[src/btc_pkg.sv]
package btc_pkg;
  // Register byte offsets (32-bit aligned words)
  localparam logic [5:0] BTC_OFS_CTRL = 6'h00;
  localparam logic [5:0] BTC_OFS_CMD = 6'h04;
  localparam logic [5:0] BTC_OFS_STATUS = 6'h08;
  localparam logic [5:0] BTC_OFS_CNT = 6'h0C;
  localparam logic [5:0] BTC_OFS_PER = 6'h10;
  localparam logic [5:0] BTC_OFS_PERIOD_BUFFER = 6'h14;
  localparam logic [5:0] BTC_OFS_CMP0 = 6'h18;
  localparam logic [5:0] BTC_OFS_CMPBUF0 = 6'h24;
  localparam logic [5:0] BTC_OFS_STEP = 6'h04;
  // Control field positions
  localparam int BTC_CTRL_ENABLE = 0;
  localparam int BTC_CTRL_PSC_LSB = 1;
  localparam int BTC_CTRL_EVCNT = 4;
  localparam int BTC_CTRL_DIR = 5;
  localparam int BTC_CTRL_LOCK = 6;
  localparam int BTC_CTRL_WGM_LSB = 8;
  localparam int BTC_CTRL_OE_LSB = 12;
  // Command bits
  localparam int BTC_CMD_UPDATE = 0;
  localparam int BTC_CMD_RESTART = 1;
  // Reset values, count limits and unmapped read value
  localparam logic [15:0] BTC_CNT_RST = 16'h0000;
  localparam logic [15:0] BTC_PER_RST = 16'hFFFF;
  localparam logic [15:0] BTC_CMP_RST = 16'h0000;
  localparam logic [15:0] BTC_FLOOR = 16'h0000;
  localparam logic [15:0] BTC_MAX = 16'hFFFF;
  localparam logic [31:0] BTC_RD_UNMAPPED = 32'h0000_0000;
  typedef enum logic [1:0] {
    BTC_WG_NORMAL,
    BTC_WG_FRQ,
    BTC_WG_SS,
    BTC_WG_DS
  } btc_wg_e;
endpackage

[src/btc_prescaler.sv]
`timescale 1ns/1ps
`default_nettype none
// ****************************************
// Prescaler: tick every selected power of two
// ****************************************
module btc_prescaler #(
  parameter int DIV_BITS = 10
) (
  // Clock and reset
  input wire logic core_clk,
  input wire logic rst_n,
  // Control
  input wire logic run,
  input wire logic [2:0] sel,
  // Tick
  output logic tick
);
  logic [DIV_BITS-1:0] div_reg;
  logic [DIV_BITS-1:0] mask;

  always_comb begin
    mask = '0;
    for (int i = 0; i < DIV_BITS; i++) begin
      // Divide by 1,2,4,8,16 then 64,256,1024
      if (sel <= 3'd4) begin
        mask[i] = i < int'(sel);
      end else begin
        mask[i] = i < 2 * int'(sel) - 4;
      end
    end
  end

  always_ff @(posedge core_clk or negedge rst_n) begin
    if (!rst_n) begin
      div_reg <= '0;
    end else if (!run) begin
      div_reg <= '0;
    end else begin
      div_reg <= div_reg + DIV_BITS'(1);
    end
  end

  assign tick = run && ((div_reg & mask) == mask);
endmodule
`default_nettype wire

[src/btc_timer.sv]
// The placing of the registers and the Avalon-MM interface to the registers were chosen for this implementation.
`timescale 1ns/1ps
`default_nettype none
module btc_timer
  import btc_pkg::*;
#(
  parameter int NCH = 3,
  parameter int DIV_BITS = 10
) (
  // Clock and reset
  input wire logic core_clk,
  input wire logic rst_n,
  // Avalon-MM slave
  input wire logic [5:0] avs_address,
  input wire logic avs_read,
  input wire logic avs_write,
  input wire logic [31:0] avs_writedata,
  input wire logic [3:0] avs_byteenable,
  output logic [31:0] avs_readdata,
  output logic avs_waitrequest,
  // Event input from pin
  input wire logic event_in,
  // Waveform pins
  output logic [NCH-1:0] waveform_output,
  output logic [NCH-1:0] waveform_override,
  // Match, ceiling and floor events
  output logic [NCH-1:0] match_event,
  output logic ceiling_event,
  output logic floor_event
);
  // ****************************************
  // Registers
  // ****************************************
  logic enable_reg, event_count_enable, count_dir_reg, update_lock;
  logic [2:0] prescale_select;
  btc_wg_e waveform_mode_select;
  logic [NCH-1:0] compare_output_enable;
  logic [15:0] cnt_reg, per_reg, period_buffer;
  logic period_buffer_valid;
  logic [15:0] compare_value [NCH];
  logic [15:0] compare_buffer [NCH];
  logic [NCH-1:0] compare_buffer_valid, match_flag_reg;
  logic [NCH-1:0] wave_reg;
  logic ovf_flag_reg;
  logic [1:0] ev_sync_reg;
  logic ev_prev_reg;
  logic ack_reg;
  logic [31:0] rdata_reg;

  // ****************************************
  // Bus decode
  // ****************************************
  logic req, wr_hit;
  logic [31:0] wmask, wd;
  assign req = (avs_read || avs_write) && !ack_reg;
  // Writes land on the edge that completes the transfer
  assign wr_hit = avs_write && ack_reg;
  assign wmask = {{8{avs_byteenable[3]}}, {8{avs_byteenable[2]}},
                  {8{avs_byteenable[1]}}, {8{avs_byteenable[0]}}};
  logic [31:0] ctrl_word;
  assign ctrl_word = {{(20-NCH){1'b0}}, compare_output_enable, 2'b00,
                      2'(waveform_mode_select), 1'b0, update_lock,
                      count_dir_reg, event_count_enable, prescale_select,
                      enable_reg};
  assign wd = (ctrl_word & ~wmask) | (avs_writedata & wmask);
  logic wr_ctrl, wr_cmd, wr_cnt, wr_per, wr_period_buffer;
  logic [NCH-1:0] wr_cmp, wr_cmpbuf;
  logic [15:0] wd16;
  assign wd16 = avs_writedata[15:0];
  assign wr_ctrl = wr_hit && avs_address == BTC_OFS_CTRL;
  assign wr_cmd = wr_hit && avs_address == BTC_OFS_CMD;
  assign wr_cnt = wr_hit && avs_address == BTC_OFS_CNT;
  assign wr_per = wr_hit && avs_address == BTC_OFS_PER;
  assign wr_period_buffer = wr_hit && avs_address == BTC_OFS_PERIOD_BUFFER;

  // ****************************************
  // Tick generation
  // ****************************************
  logic pre_tick, ev_tick, tick;
  btc_prescaler #(.DIV_BITS(DIV_BITS)) u_psc (
    .core_clk(core_clk),
    .rst_n(rst_n),
    .run(enable_reg && !event_count_enable),
    .sel(prescale_select),
    .tick(pre_tick)
  );

  always_ff @(posedge core_clk or negedge rst_n) begin
    if (!rst_n) begin
      ev_sync_reg <= 2'b00;
      ev_prev_reg <= 1'b0;
    end else begin
      ev_sync_reg <= {ev_sync_reg[0], event_in};
      ev_prev_reg <= ev_sync_reg[1];
    end
  end

  assign ev_tick = ev_sync_reg[1] && !ev_prev_reg;
  assign tick = enable_reg && (event_count_enable ? ev_tick : pre_tick);

  // ****************************************
  // Count conditions
  // ****************************************
  logic frq_mode, restart_cmd, update_cmd;
  logic [15:0] ceiling;
  logic at_floor, at_ceiling, at_max, xfer_point, do_xfer;
  assign frq_mode = waveform_mode_select == BTC_WG_FRQ;
  assign restart_cmd = wr_cmd && avs_writedata[BTC_CMD_RESTART];
  assign update_cmd = wr_cmd && avs_writedata[BTC_CMD_UPDATE];
  assign ceiling = frq_mode ? compare_value[0] : per_reg;
  assign at_floor = cnt_reg == BTC_FLOOR;
  assign at_max = cnt_reg == BTC_MAX;
  assign at_ceiling = cnt_reg == ceiling;
  assign xfer_point = tick && (waveform_mode_select == BTC_WG_DS ?
                      at_floor : (count_dir_reg ? at_floor : at_ceiling));
  assign do_xfer = (xfer_point && !update_lock) || update_cmd;

  // ****************************************
  // Control registers
  // ****************************************
  always_ff @(posedge core_clk or negedge rst_n) begin
    if (!rst_n) begin
      enable_reg <= 1'b0;
      prescale_select <= 3'd0;
      event_count_enable <= 1'b0;
      update_lock <= 1'b0;
      waveform_mode_select <= BTC_WG_NORMAL;
      compare_output_enable <= '0;
    end else if (wr_ctrl) begin
      enable_reg <= wd[BTC_CTRL_ENABLE];
      prescale_select <= wd[BTC_CTRL_PSC_LSB +: 3];
      event_count_enable <= wd[BTC_CTRL_EVCNT];
      update_lock <= wd[BTC_CTRL_LOCK];
      waveform_mode_select <= btc_wg_e'(wd[BTC_CTRL_WGM_LSB +: 2]);
      compare_output_enable <= wd[BTC_CTRL_OE_LSB +: NCH];
    end
  end

  always_ff @(posedge core_clk or negedge rst_n) begin
    if (!rst_n) begin
      count_dir_reg <= 1'b0;
    end else if (restart_cmd) begin
      count_dir_reg <= 1'b0;
    end else if (wr_ctrl) begin
      count_dir_reg <= wd[BTC_CTRL_DIR];
    end
  end

  // ****************************************
  // Counter
  // ****************************************
  always_ff @(posedge core_clk or negedge rst_n) begin
    if (!rst_n) begin
      cnt_reg <= BTC_CNT_RST;
    end else if (wr_cnt) begin
      cnt_reg <= wd16;
    end else if (restart_cmd) begin
      cnt_reg <= BTC_CNT_RST;
    end else if (tick) begin
      if (count_dir_reg) begin
        cnt_reg <= at_floor ? ceiling : cnt_reg - 16'h0001;
      end else begin
        cnt_reg <= (at_ceiling || at_max) ? BTC_FLOOR : cnt_reg + 16'h0001;
      end
    end
  end

  // ****************************************
  // Period and buffer
  // ****************************************
  always_ff @(posedge core_clk or negedge rst_n) begin
    if (!rst_n) begin
      per_reg <= BTC_PER_RST;
    end else if (wr_per) begin
      per_reg <= wd16;
    end else if (do_xfer && period_buffer_valid) begin
      per_reg <= period_buffer;
    end
  end

  always_ff @(posedge core_clk or negedge rst_n) begin
    if (!rst_n) begin
      period_buffer <= BTC_PER_RST;
    end else if (wr_period_buffer) begin
      period_buffer <= wd16;
    end
  end

  always_ff @(posedge core_clk or negedge rst_n) begin
    if (!rst_n) begin
      period_buffer_valid <= 1'b0;
    end else if (wr_period_buffer) begin
      period_buffer_valid <= 1'b1;
    end else if (do_xfer) begin
      period_buffer_valid <= 1'b0;
    end
  end

  // ****************************************
  // Compare channels
  // ****************************************
  logic [NCH-1:0] match;
  genvar g;
  generate
    for (g = 0; g < NCH; g++) begin : g_ch
      assign wr_cmp[g] = wr_hit &&
        avs_address == 6'(BTC_OFS_CMP0 + g * BTC_OFS_STEP);
      assign wr_cmpbuf[g] = wr_hit &&
        avs_address == 6'(BTC_OFS_CMPBUF0 + g * BTC_OFS_STEP);
      assign match[g] = cnt_reg == compare_value[g];

      always_ff @(posedge core_clk or negedge rst_n) begin
        if (!rst_n) begin
          compare_value[g] <= BTC_CMP_RST;
        end else if (wr_cmp[g]) begin
          compare_value[g] <= wd16;
        end else if (do_xfer && compare_buffer_valid[g]) begin
          compare_value[g] <= compare_buffer[g];
        end
      end

      always_ff @(posedge core_clk or negedge rst_n) begin
        if (!rst_n) begin
          compare_buffer[g] <= BTC_CMP_RST;
        end else if (wr_cmpbuf[g]) begin
          compare_buffer[g] <= wd16;
        end
      end

      always_ff @(posedge core_clk or negedge rst_n) begin
        if (!rst_n) begin
          compare_buffer_valid[g] <= 1'b0;
        end else if (wr_cmpbuf[g]) begin
          compare_buffer_valid[g] <= 1'b1;
        end else if (do_xfer) begin
          compare_buffer_valid[g] <= 1'b0;
        end
      end

      always_ff @(posedge core_clk or negedge rst_n) begin
        if (!rst_n) begin
          match_flag_reg[g] <= 1'b0;
        end else if (tick && match[g]) begin
          match_flag_reg[g] <= 1'b1;
        end else if (wr_hit && avs_address == BTC_OFS_STATUS &&
                     avs_writedata[g]) begin
          match_flag_reg[g] <= 1'b0;
        end
      end

      always_ff @(posedge core_clk or negedge rst_n) begin
        if (!rst_n) begin
          wave_reg[g] <= 1'b0;
        end else if (restart_cmd) begin
          wave_reg[g] <= 1'b0;
        end else if (tick && match[g] && frq_mode) begin
          wave_reg[g] <= ~wave_reg[g];
        end
      end
    end
  endgenerate

  // ****************************************
  // Outputs and events
  // ****************************************
  always_ff @(posedge core_clk or negedge rst_n) begin
    if (!rst_n) begin
      waveform_override <= '0;
      waveform_output <= '0;
    end else begin
      waveform_override <= (waveform_mode_select != BTC_WG_NORMAL) ?
                           compare_output_enable : '0;
      waveform_output <= wave_reg;
    end
  end

  always_ff @(posedge core_clk or negedge rst_n) begin
    if (!rst_n) begin
      match_event <= '0;
      ceiling_event <= 1'b0;
      floor_event <= 1'b0;
    end else begin
      match_event <= tick ? match : '0;
      ceiling_event <= tick && !count_dir_reg && (at_ceiling || at_max);
      floor_event <= tick && count_dir_reg && at_floor;
    end
  end

  always_ff @(posedge core_clk or negedge rst_n) begin
    if (!rst_n) begin
      ovf_flag_reg <= 1'b0;
    end else if (tick && (count_dir_reg ? at_floor : at_ceiling)) begin
      ovf_flag_reg <= 1'b1;
    end else if (wr_hit && avs_address == BTC_OFS_STATUS &&
                 avs_writedata[8]) begin
      ovf_flag_reg <= 1'b0;
    end
  end

  // ****************************************
  // Read mux and handshake
  // ****************************************
  logic [31:0] rd_mux;
  always_comb begin
    rd_mux = BTC_RD_UNMAPPED;
    if (avs_address == BTC_OFS_CTRL) begin
      rd_mux = ctrl_word;
    end else if (avs_address == BTC_OFS_STATUS) begin
      rd_mux[0 +: NCH] = match_flag_reg;
      rd_mux[8] = ovf_flag_reg;
      rd_mux[9] = period_buffer_valid;
      rd_mux[10 +: NCH] = compare_buffer_valid;
    end else if (avs_address == BTC_OFS_CNT) begin
      rd_mux = {16'h0000, cnt_reg};
    end else if (avs_address == BTC_OFS_PER) begin
      rd_mux = {16'h0000, per_reg};
    end else if (avs_address == BTC_OFS_PERIOD_BUFFER) begin
      rd_mux = {16'h0000, period_buffer};
    end
    for (int i = 0; i < NCH; i++) begin
      if (avs_address == 6'(BTC_OFS_CMP0 + i * BTC_OFS_STEP)) begin
        rd_mux = {16'h0000, compare_value[i]};
      end
      if (avs_address == 6'(BTC_OFS_CMPBUF0 + i * BTC_OFS_STEP)) begin
        rd_mux = {16'h0000, compare_buffer[i]};
      end
    end
  end

  always_ff @(posedge core_clk or negedge rst_n) begin
    if (!rst_n) begin
      ack_reg <= 1'b0;
      avs_waitrequest <= 1'b1;
      rdata_reg <= '0;
    end else begin
      ack_reg <= req;
      avs_waitrequest <= !req;
      if (req && avs_read) begin
        rdata_reg <= rd_mux;
      end
    end
  end

  assign avs_readdata = rdata_reg;
endmodule
`default_nettype wire

[config.mk]
export PLATFORM = sky130hd
export DESIGN_NAME = btc_timer
export DESIGN_NICKNAME = d
export VERILOG_FILES = /design/src/btc_pkg.sv /design/src/btc_prescaler.sv /design/src/btc_timer.sv
export SDC_FILE = /design/constraint.sdc
export NUM_CORES = 1
export LEC_CHECK = 0
export BUFFER_PORTS_ARGS = -buffer_cell sky130_fd_sc_hd__buf_4
export CAP_MARGIN = 0
export CORE_MARGIN = 2
export CORE_UTILIZATION = 25
export DETAILED_ROUTE_END_ITERATION = 10
export MAX_ROUTING_LAYER = met4
export PLACE_DENSITY_LB_ADDON = 0.1
export SLEW_MARGIN = 20
export SYNTH_ARGS = -nofsm -noshare
export SYNTH_HDL_FRONTEND = slang
export SYNTH_SLANG_ARGS = --single-unit
export TNS_END_PERCENT = 5
[constraint.sdc]
create_clock -name core_clk -period 3.85 [get_ports core_clk]
set_input_delay 0.5775 -clock core_clk [delete_from_list [all_inputs] [get_ports core_clk]]
set_output_delay 0.5775 -clock core_clk [all_outputs]
set_load 0.005 [all_outputs]
==> flow_summary.yaml <==
cts:
  htree_levels: 1
  cts_tree: "built"
  clock_latency_ns: 0.58
  clk_pin_slew_ns: 0.06
  holdBufCountCts: 0
  cts-root-buf: "clkbuf_16"
  max-clock-path-buffers: 3
  cts_resized: 0
  numCtsBuffers: 28
  post_cts_buffers: 0
  clock-sinks: 209
run:
  drv_cap: 0
finish:
  fillers: 5311
  synthToLayoutAreaGrowth_pct: 16.5
  layout-drive-gt1-share: 0.219
  top_regs: "compare_buffer (48), compare_value (48)"
  fin_nets: 1424
  diodes: 0
  stdcell_count: 2062
timing:
  rsz0062_at_grt: "no"
  max_freq_mhz: 302
  finalSetupViolCount: 0
  tightestPinTransition_ns: 0.951
  maxSlewViolCount: 0
  max_slew_margin: 0.365
  tns_ns: 0
  fin_skew_ns: 0.00919
  hold_viol: 10
  post-route-min-period_ns: 3.32
  fin_crit_sh: 0.861
  whs_ns: -0.0399
synth:
  yosys-top-cells-area: "dfrtp_1 (34%), mux2_2 (8.2%), dfstp_2 (6.8%)"
  synth_top_area_frac: 0.344
  ys_seq_area_frac: 0.412
  synth-edff-count: 0
  syn_inst: 1344
  avgSynthCellArea_sq_um: 9.52
  yosys.cell_types.count: 69
  synth-seq-cells: 209
  ys.warnings.count: 0
  synthArstFlopShare: 1.00
  synth_ff_type: "dfrtp_1"
  synth_top_area_cell: "dfrtp_1"
  netlist_area_sq_um: 12800
critical_path:
  crit_fanout: 69
  r2r_cells: 10
  slowest_stage: "dfrtp_1"
  crit_type: "flip-flop to flip-flop"
  endpoint_kind: "flip-flop"
  worstPathCellList: "nor2b_2 -> buf_4 -> mux2_4 -> a222oi_1 -> o211ai_1 -> nor3b_2 -> o21a_2 -> buf_12 -> mux2i_1 -> a211o_1"
  cp.required_ns: 4.32
  critical_path_arrival_ns: 3.78
  slowest_delay_ns: 0.44
  rrSetupSlack_ns: 0.53
  start_kind: "flip-flop"
grt:
  grt_util_met2: 0.300
  top_usage_layer: "met2"
  grt_util_all_layers: 0.197
  grt_pass1_wl_microns: 76000
  grt_max_degree: 79
  gr-total-overflow: 0
  first_global_vias: 10800
  use_met1: 0.274
  grtUsageMet3: 0.0250
  grt_antenna_before_repair: 0
floorplanning:
  num_rows: 82
  initial_core_util: 0.254
  core_area_sq_um: 50400
  die_w_microns: 230
  die_area_sq_um: 53000
  ioPinCount: 91
  die_h_microns: 230
place:
  numPortBuffers: 56
  globalplace.congestion: 0.863
  placed_cells: 2010
  hpwl_microns: 36700
power:
  p_int_mw: 4.44
  p_leak_nw: 6.03
  switching_share: 0.301
  power_per_cell_area_nw_per_um2: 427
  p_comb_frac: 0.152
  clkPwrFrac: 0.445
  switching_power_mw: 1.92
  vdd_drop_max_mv: 0.332
  seq_power_share: 0.403
detailed_routing:
  routed_wl_microns: 50900
  drt_iter0_drc: 962
  vias: 10900
  drc: 0
  dr.pass1.iters: 7
  wl_per_cell_microns: 24.7
  viasPerCell: 5.30
  ant_nets: 0
run_status:
  status: "finished, violations left"
  failed_checks: "negative hold slack"
worst_hold_path:
  holdCritPathClass: "input pin to async pin"
-- placed cells by master (no fill, tap or decap), drive strengths merged, types with 34 or more instances in the layout --
master	n
a22oi	34
mux2	99
clkbuf	35
buf	109
o21ai	48
nand2	109
mux2i	46
xor2	55
dfrtp	176
nand3	74
and3	53
a21oi	46
nor2	80
-- power groups by stage --
stage	Sequential, mW	Clock, mW	Combinational (mW)
after floorplan	2.45	0	0.666
after global placement	2.60	0	0.975
after detailed placement	2.60	0	0.971
after CTS	2.56	2.92	0.978
after global routing	2.58	2.99	1.07
final	2.56	2.83	0.967
-- final timing paths --
kind	end	start
worst min register to register	ev_sync_reg[1]	ev_sync_reg[0]
max in group asynchronous	per_reg[10]	rst_n
worst min-delay path	u_psc.div_reg[2]	rst_n
worst max-delay path	compare_value[43]	flip-flop
min in group core_clk	ev_sync_reg[0]	event_in
worst max register to register	compare_value[43]	flip-flop
-- stage by stage --
step	setup WS, ns	cell area, sq um	power, mW	hold slack [ns]	util
after floorplan	0.970	12900	3.12	0.282	-
after global placement	0.605	13900	3.57	0.339	0.276
after detailed placement	0.556	13900	3.57	0.337	0.276
after CTS	0.544	14900	6.45	0.00262	0.296
after global routing	0.318	14900	6.64	0.0284	0.296
final	0.534	14900	6.36	-0.0399	0.296
-- per-layer routing --
layer | share of wire | wire, microns
met5 | 0 | 0
met4 | 0.028 | 1430
met3 | 0.050 | 2530
met2 | 0.45 | 22800
met1 | 0.47 | 24100
-- cell usage after synthesis, types with 15 or more instances --
| master | number |
|---|---|
| and3_1 | 53 |
| inv_1 | 30 |
| a222oi_1 | 16 |
| nand3b_1 | 20 |
| xor2_1 | 55 |
| nor4_1 | 16 |
| nor2_1 | 80 |
| a21oi_1 | 45 |
| xnor2_1 | 28 |
| a221oi_1 | 20 |
| clkbuf_1 | 75 |
| dfrtp_1 | 176 |
| o21ai_0 | 48 |
| dfstp_2 | 33 |
| buf_1 | 21 |
| nor3_1 | 17 |
| mux2_2 | 93 |
| a211o_1 | 32 |
| o22ai_1 | 15 |
| nand4_1 | 32 |
| mux2i_1 | 46 |
| a22oi_1 | 34 |
| buf_4 | 18 |
| nand3_1 | 74 |
| nand2b_1 | 16 |
| nand2_1 | 109 |
-- final cells by class --
| cell class | count | area [sq um] | area share |
|---|---|---|---|
| clock buffers | 35 | 777 | 0.0521 |
| clock inverters | 17 | 211 | 0.0142 |
| multi-input cells | 990 | 6850 | 0.459 |
| well taps | 672 | 841 | 0.0564 |
| flip-flops and latches | 209 | 5270 | 0.354 |
| inverters | 30 | 113 | 0.00755 |
| repair buffers | 109 | 851 | 0.0571 |
-- critical path, delay by kind of cell (launching register included) --
family / cells / cell delay (ns)
DFF: 1 / 0.44
muxes: 2 / 0.47
and+or+nand+nor: 2 / 0.53
AOI/OAI and AO/OA: 4 / 1.09
buffers and inverters: 2 / 0.55
-- cell families (layout without fill, tap and decap cells) --
kind of cell | count (synthesis) | after routing | share of synthesized area
simple gates | 451 | 451 | 0.180
compound gates | 286 | 286 | 0.160
flops | 209 | 209 | 0.412
buf+inv | 160 | 191 | 0.0587
mux | 145 | 145 | 0.123
xor+xnor | 83 | 83 | 0.0568
fa+ha+maj | 9 | 9 | 0.00880
other cells | 1 | 16 | 0.000293
No activity file was read; power rests on OpenSTA's default activity.
